$ cat src/bridge_ctl_pkg.sv
package bridge_ctl_pkg;

  localparam logic [7:0]  OFF_BRIDGE_CONTROL = 8'h3C;
  localparam logic [7:0]  OFF_PM_CAPABILITY  = 8'h40;

  // Bridge control field positions in the 32-bit word
  localparam int unsigned POS_POISON_EN   = 16;
  localparam int unsigned POS_ERR_FWD_EN  = 17;
  localparam int unsigned POS_ISA_EN      = 18;
  localparam int unsigned POS_DISPLAY_EN  = 19;
  localparam int unsigned POS_DISP_16BIT  = 20;
  localparam int unsigned POS_SEC_RESET   = 22;

  // Writable mask of the bridge control word
  localparam logic [31:0] BRIDGE_CTL_WMASK = 32'h005F_0000;
  localparam logic [31:0] BRIDGE_CTL_RESET = 32'h0000_0000;

  // Capability header fields
  localparam logic [7:0]  PM_CAP_ID       = 8'h01;
  localparam logic [7:0]  PM_NEXT_PTR     = 8'h48;
  localparam logic [2:0]  PM_REVISION     = 3'h3;
  localparam logic [4:0]  PM_WAKE_SUPPORT = 5'h19;

  // Legacy display and ISA decode windows
  localparam logic [31:0] DISP_MEM_LO   = 32'h000A_0000;
  localparam logic [31:0] DISP_MEM_HI   = 32'h000B_FFFF;
  localparam logic [9:0]  DISP_IO_A_LO  = 10'h3B0;
  localparam logic [9:0]  DISP_IO_A_HI  = 10'h3BB;
  localparam logic [9:0]  DISP_IO_B_LO  = 10'h3C0;
  localparam logic [9:0]  DISP_IO_B_HI  = 10'h3DF;
  localparam logic [9:0]  ISA_TOP_LO    = 10'h100;
  localparam logic [31:0] IO_FIRST_64K  = 32'h0000_FFFF;

  localparam int unsigned NUM_DOWN_PORTS = 8;

endpackage

$ cat src/bridge_decode.sv
`timescale 1ns/10ps
`default_nettype none
module bridge_decode
  import bridge_ctl_pkg::*;
(
  // Control
  input  wire logic        i_isa_en,
  input  wire logic        i_disp_en,
  input  wire logic        i_disp_16bit,
  // Request
  input  wire logic [31:0] i_addr,
  input  wire logic        i_is_io,
  input  wire logic        i_in_io_window,
  // Result
  output logic             o_isa_upstream,
  output logic             o_disp_forward
);

  logic low64k;
  logic disp_io_low;
  logic disp_io_hit;
  logic disp_mem_hit;

  assign low64k = (i_addr <= IO_FIRST_64K);

  // Top 768 bytes of each 1KB block in the first 64KB, inside the I/O window
  assign o_isa_upstream = i_isa_en & i_is_io & i_in_io_window & low64k
                        & (i_addr[9:0] >= ISA_TOP_LO);

  assign disp_io_low = ((i_addr[9:0] >= DISP_IO_A_LO) &&
                        (i_addr[9:0] <= DISP_IO_A_HI)) ||
                       ((i_addr[9:0] >= DISP_IO_B_LO) &&
                        (i_addr[9:0] <= DISP_IO_B_HI));

  // 10-bit mode aliases across all of I/O space
  assign disp_io_hit = disp_io_low &
                       (i_disp_16bit ? (i_addr[15:10] == 6'h00) & low64k
                                     : 1'b1);

  assign disp_mem_hit = (i_addr >= DISP_MEM_LO) && (i_addr <= DISP_MEM_HI);

  assign o_disp_forward = i_disp_en &
                          (i_is_io ? disp_io_hit : disp_mem_hit);

endmodule
`default_nettype wire

$ cat src/bridge_control_pm_capability.sv
`timescale 1ns/10ps
`default_nettype none
module bridge_control_pm_capability
  import bridge_ctl_pkg::*;
(
  // Clock and reset
  input  wire logic                      i_clk,
  input  wire logic                      i_rst,
  // Port role
  input  wire logic                      i_is_upstream,
  // Configuration access
  input  wire logic                      i_cfg_wr,
  input  wire logic                      i_cfg_rd,
  input  wire logic [7:0]                i_cfg_addr,
  input  wire logic [3:0]                i_cfg_be,
  input  wire logic [31:0]               i_cfg_wdata,
  output logic      [31:0]               o_cfg_rdata,
  output logic                           o_cfg_rvalid,
  // Forwarding decisions
  input  wire logic [31:0]               i_req_addr,
  input  wire logic                      i_req_is_io,
  input  wire logic                      i_req_in_io_window,
  output logic                           o_isa_upstream,
  output logic                           o_disp_forward,
  // Error traffic
  input  wire logic                      i_sec_poisoned,
  input  wire logic                      i_sec_err_msg,
  output logic                           o_poison_report,
  output logic                           o_err_msg_forward,
  // Resets
  input  wire logic [NUM_DOWN_PORTS-1:0] i_up_sec_reset,
  output logic                           o_hot_reset,
  output logic                           o_port_rst_n
);

  ////////////////////////////////////////////////////////////////////////////
  logic [31:0] bridge_ctl_reg;
  logic [31:0] bridge_ctl_next;
  logic [31:0] be_mask;
  logic [31:0] pm_cap_word;
  logic        sec_reset;

  function automatic logic [31:0] lanes(input logic [3:0] be);
    lanes = {{8{be[3]}}, {8{be[2]}}, {8{be[1]}}, {8{be[0]}}};
  endfunction

  assign be_mask = lanes(i_cfg_be) & BRIDGE_CTL_WMASK;

  // Only writable bits change; reserved bits stay zero
  always_comb begin
    bridge_ctl_next = bridge_ctl_reg;
    if (i_cfg_wr && (i_cfg_addr == OFF_BRIDGE_CONTROL)) begin
      bridge_ctl_next = (bridge_ctl_reg & ~be_mask)
                      | (i_cfg_wdata & be_mask);
    end
  end

  always_ff @(posedge i_clk) begin
    if (i_rst) begin
      bridge_ctl_reg <= BRIDGE_CTL_RESET;
    end else begin
      bridge_ctl_reg <= bridge_ctl_next;
    end
  end

  ////////////////////////////////////////////////////////////////////////////
  // Hardwired header; writes have no path here
  assign pm_cap_word = {PM_WAKE_SUPPORT,
                        1'b0, 1'b0,
                        3'h0,
                        1'b0,
                        1'b0,
                        1'b0,
                        PM_REVISION,
                        PM_NEXT_PTR,
                        PM_CAP_ID};

  always_ff @(posedge i_clk) begin
    if (i_rst) begin
      o_cfg_rdata  <= 32'h0000_0000;
      o_cfg_rvalid <= 1'b0;
    end else begin
      o_cfg_rvalid <= i_cfg_rd;
      case (i_cfg_addr)
        OFF_BRIDGE_CONTROL: o_cfg_rdata <= bridge_ctl_reg;
        OFF_PM_CAPABILITY:  o_cfg_rdata <= pm_cap_word;
        default:            o_cfg_rdata <= 32'h0000_0000;
      endcase
    end
  end

  ////////////////////////////////////////////////////////////////////////////
  // Registered so the reset pin never glitches on decode
  assign sec_reset = bridge_ctl_reg[POS_SEC_RESET] |
                     (~i_is_upstream & (|i_up_sec_reset));

  always_ff @(posedge i_clk) begin
    if (i_rst) begin
      o_hot_reset       <= 1'b0;
      o_port_rst_n      <= 1'b1;
      o_poison_report   <= 1'b0;
      o_err_msg_forward <= 1'b0;
    end else begin
      o_hot_reset       <= bridge_ctl_reg[POS_SEC_RESET];
      o_port_rst_n      <= ~(~i_is_upstream & sec_reset);
      o_poison_report   <= i_sec_poisoned &
                           bridge_ctl_reg[POS_POISON_EN];
      o_err_msg_forward <= i_sec_err_msg &
                           bridge_ctl_reg[POS_ERR_FWD_EN];
    end
  end

  ////////////////////////////////////////////////////////////////////////////
  logic isa_up_c;
  logic disp_fwd_c;

  bridge_decode u_decode (
    .i_isa_en       (bridge_ctl_reg[POS_ISA_EN]),
    .i_disp_en      (bridge_ctl_reg[POS_DISPLAY_EN]),
    .i_disp_16bit   (bridge_ctl_reg[POS_DISP_16BIT]),
    .i_addr         (i_req_addr),
    .i_is_io        (i_req_is_io),
    .i_in_io_window (i_req_in_io_window),
    .o_isa_upstream (isa_up_c),
    .o_disp_forward (disp_fwd_c)
  );

  always_ff @(posedge i_clk) begin
    if (i_rst) begin
      o_isa_upstream <= 1'b0;
      o_disp_forward <= 1'b0;
    end else begin
      o_isa_upstream <= isa_up_c;
      o_disp_forward <= disp_fwd_c;
    end
  end

endmodule
`default_nettype wire

$ cat config.mk
export PLATFORM = sky130hd
export DESIGN_NAME = bridge_control_pm_capability
export DESIGN_NICKNAME = d
export VERILOG_FILES = /design/src/bridge_ctl_pkg.sv /design/src/bridge_decode.sv /design/src/bridge_control_pm_capability.sv
export SDC_FILE = /design/constraint.sdc
export NUM_CORES = 1
export LEC_CHECK = 0
export ABC_AREA = 0
export ABC_CLOCK_PERIOD_IN_PS = 2500
export BUFFER_PORTS_ARGS = -buffer_cell sky130_fd_sc_hd__buf_2
export CAP_MARGIN = 10
export CORE_ASPECT_RATIO = 1.4
export CORE_MARGIN = 3
export CORE_UTILIZATION = 33
export CTS_CLUSTER_SIZE = 24
export DETAILED_ROUTE_END_ITERATION = 10
export PLACE_DENSITY = 0.95
export RECOVER_POWER = 50
export SLEW_MARGIN = 20
export SYNTH_ARGS = -nofsm -noshare
export SYNTH_HDL_FRONTEND = slang
export SYNTH_SLANG_ARGS = --single-unit
$ cat constraint.sdc
create_clock -name i_clk -period 2.5 [get_ports i_clk]
set_input_delay 0.125 -clock i_clk [delete_from_list [all_inputs] [get_ports i_clk]]
set_output_delay 0.125 -clock i_clk [all_outputs]
set_load 0.01 [all_outputs]
## Word level (Yosys, flattened, before mapping)

Cells that the tools add are included.
Widths: inputs -> output; s select.

| word-level totals | value |
|---|---|
| input port bits | 93 |
| output and inout bits | 39 |
| logic and storage cells | 47 |
| flip-flop bits (word level) | 71 |

| cells by class | value |
|---|---|
| bitwise logic cells | 18 |
| muxes and demuxes | 3 |
| eq/ne operators | 2 |
| $lt $le $gt $ge | 8 |
| reductions and logical operators | 7 |

Operators by type and width:

| cell | count |
|---|---|
| $pmux 32 s2 | 1 |
| $and 32x23->32 | 1 |
| $and 32x32->32 | 1 |
| $ge 32x20->1 const B | 1 |
| $le 32x16->1 const B | 1 |
| $le 32x20->1 const B | 1 |
| $not 23->32 | 1 |
| $or 32x32->32 | 1 |
| $ge 10x10->1 const B | 2 |
| $le 10x10->1 const B | 2 |
| $and 1x1->1 | 11 |
| $ge 10x9->1 const B | 1 |
| $eq 8x6->1 const B | 1 |
| $eq 8x7->1 const B | 1 |
| $reduce_or 8->1 | 1 |
| $logic_not 6->1 | 1 |
| $logic_and 1x1->1 | 4 |
| $mux 1 | 2 |
| $not 1->1 | 2 |
| $logic_or 1x1->1 | 1 |
| $or 1x1->1 | 1 |

## Longest topological paths before layout

| logic depth | value |
|---|---|
| word-level depth | 6 |
| gate-level depth with buffers | 4 |

## By module

Synthesis repeated with hierarchy kept, for this count alone.

| second synthesis, totals | value |
|---|---|
| cells, all modules | 117 |
| area total of the unflattened synthesis | 1074.8 µm² |

Modules (own cells, without submodules):

| module | times used | area an instance (µm²) | seq. area each (µm²) | cells each |
|---|---|---|---|---|
| bridge_control_pm_capability | 1 | 928.4 | 400.4 | 95 |
| bridge_decode | 1 | 146.4 | 0.0 | 22 |

## Worst setup path after synthesis

No wires, ideal clock.

| timing path | value |
|---|---|
| path kind | input-to-reg |
| start | input port i_cfg_addr[7] |
| end | register (tool-made name) |
| data arrival time | 0.980 ns |
| library setup time | 0.128 ns |
| stages on the path | 4 |
| data required time | 2.372 ns |
| slack | 1.393 ns |
| path through | nor3_1 nand4_1 mux2i_1 nor2_1 |

RTL lines:

| element | RTL line | RTL |
|---|---|---|
| start: declaration | bridge_control_pm_capability.sv:14 | `input wire logic [7:0] i_cfg_addr,` |

==> impl_metrics.yaml <==
placement:
  dp_slack_ns: 0.9419
  dp_hpwl_um: 2160
  place_congestion: 0.6932
  port_buffers: 80
clock_network:
  postCtsHoldBufs: 0
  path_clk_slew_ns: 0.11
  root_buffer: "clkbuf_4"
  htreeDepth: 1
  postCtsSetupBuffers: 0
  cts_sinks: 20
  clock_latency_ns: 0.30
  cts_tree: "built"
  clk_path_buf_depth: 2
  cts_buffers: 3
  cts_resized: 0
setup_path:
  crit_fanout: 6
  critPathLaunchType: "primary input"
  required_ns: 2.67
  worst_setup_path_end_kind: "flop"
  cp.arrival_ns: 1.45
  critPathKind: "primary input to flop"
yosys:
  seq_area_frac_synth: 0.4066
  synth_seq_cells: 20
  synthesis.instances: 104
  yosysTopAreaCell: "dfxtp_1"
  synth_top_flop_cell: "dfxtp_1"
  yosysMostFrequentCell: "buf_4"
  ys_types: 27
  synth_top_area_share: 0.4066
  synth_commonest_cells: "buf_4, dfxtp_1, nor2_1, mux2i_1, nor4_1"
  ys_top_cells_by_area: "dfxtp_1, buf_4, mux2i_1, nor2_1, nor4_1"
  netlist_area_um2: 984.7
  ys_warn_count: 0
  synthArstFlopShare: 0
  syn_area_per_cell_um2: 9.468
  synth_edf_count: 0
route:
  drtIter0Drc: 7
  vias: 970
  dr.pass1.iters: 4
  via_per_inst: 4.470
  ant_nets: 0
  wl_um: 2518
  route.detailed.drc: 0
  routedWlPerCell_um: 11.60
power:
  p_switching_uw: 136.5
  p_clk_frac: 0.392
  cellPowerDensity_nw_per_um2: 496.3
  comb_power_share: 0.122
  seqPwrFrac: 0.486
  power_uw: 660.1
  p_int_uw: 523.6
  swShare: 0.2068
  power.leakage_nw: 0.7042
  vdd_drop_max_v: 0.0002458
sta:
  layout_min_cycle_time_ns: 1.280
  relSlewSlack: 0.5683
  tightestPinTransition_ns: 0.6475
  finalHoldViolCount: 0
  skew_ns: 0.004097
  grt_setup_unrepaired: "false"
  max_freq_ghz: 0.7814
  fin_crit_sh: 0.5119
  worst_slack_ns: 1.220
  maxSlewViolCount: 0
  setup_viol: 0
  finalSetupTns_ns: 0
global_route:
  grt_pass1_wl_um: 3698
  grt_max_degree: 17
  antenna_found_initial: 0
  grt_pass1_vias: 903
  overflow: 0
  grt_usage: 0.1313
cells_and_area:
  area_growth_syn_to_layout_pct: 35.07
  area.sequential_um2: 400.4
  nFillCells: 295
  multi_input_area_um2: 445.4
  fin_nets: 275
  antenna_cells: 0
  drive_gt1_frac: 0.3923
floorplan:
  die_area_um2: 3684
  die_w_um: 52.17
  row_count: 22
  core_area_um2: 2725
  initial_core_util: 0.3613
  die_h_um: 70.63
  ioPinCount: 132
status:
  status: "finished, final reports clean"
worst_hold_path:
  hold_path_class: "primary input to flop"
job:
  cap_viol_max_count: 0
==> cells by family (layout without fill, tap and decap cells) <==
logic type             Yosys count  in the layout  share of synthesized area
other                            1             20                   0.003808
AO/OA/AOI/OAI                    5              5                    0.04066
multiplexers                     6              6                    0.06099
AND/OR/NAND/NOR                 45             45                     0.2897
buffers and inverters           27             85                     0.1982
flip-flops                      20             20                     0.4066
==> routing by layer <==
layer	track usage	share of wire	vias to the layer above
met3	0.02947	0.14	6
met5	0	0	-
met1	0.1365	0.35	421
met4	0.07670	0.026	0
met2	0.2322	0.48	71
li1	-	-	472
==> metrics by stage <==
stage | cell area (µm²) | hold slack [ns] | instances | util
3_3_place_gp | 1310 | 0.3233 | 213 | 0.4807
5_1_grt | 1330 | 0.01483 | 217 | 0.4881
6_report | 1330 | 0.01916 | 217 | 0.4881
3_5_place_dp | 1310 | 0.3322 | 213 | 0.4807
2_1_floorplan | 1056 | 0.2023 | 123 | -
4_1_cts | 1363 | 0.01523 | 217 | 0.5000
==> power groups by stage <==
| stage | clock network, mW | registers (mW) | logic [mW] |
|---|---|---|---|
| after floorplan | 0 | 0.329 | 0.0505 |
| after CTS | 0.263 | 0.321 | 0.0830 |
| after detailed placement | 0 | 0.328 | 0.0825 |
| final | 0.259 | 0.321 | 0.0806 |
| after global routing | 0.279 | 0.321 | 0.0904 |
| after global placement | 0 | 0.328 | 0.0798 |
==> critical path, stage by stage <==
cell	delay [ns]
buf_2	0.09
nor3_1	0.40
nand4_1	0.45
mux2i_1	0.32
nor2_1	0.06
==> cell usage in the layout, fill, tap and decap left out, drive strengths merged <==
cell type,synthesis,routed
nand2,4,4
or4,1,1
nand3b,1,1
buf,25,66
a21o,2,2
nor4b,1,1
and4b,2,2
nor3,3,3
bufinv,0,1
nor2,11,11
nand4b,2,2
conb,1,20
clkbuf,1,17
or3,1,1
dfxtp,20,20
nor4bb,1,1
and2,6,6
inv,1,1
nand4,3,3
nor4,5,5
or4b,1,1
o22ai,1,1
nor3b,1,1
a311o,1,1
nor2b,2,2
mux2i,6,6
o221ai,1,1
==> layout make-up <==
cell class                      instances  area share
Multi-Input combinational cell         76      0.3349
Sequential cell                        20      0.3010
Timing Repair Buffer                   80      0.2879
Tap cell                               36     0.03387
Clock inverter                          1     0.02258
Clock buffer                            3     0.01693
Inverter                                1    0.002822
==> worst paths after layout <==
check                start  cells after the start  slack (ns)                           end
max          i_cfg_addr[7]                      5        1.22                          flop
min          i_is_upstream                      2        0.02       o_port_rst_n$_SDFF_PP1_
max reg2reg           flop                      3        1.47     o_disp_forward$_SDFF_PP0_
min reg2reg           flop                      2        0.46  o_err_msg_forward$_SDFF_PP0_
(Power assumes the default switching activity.)
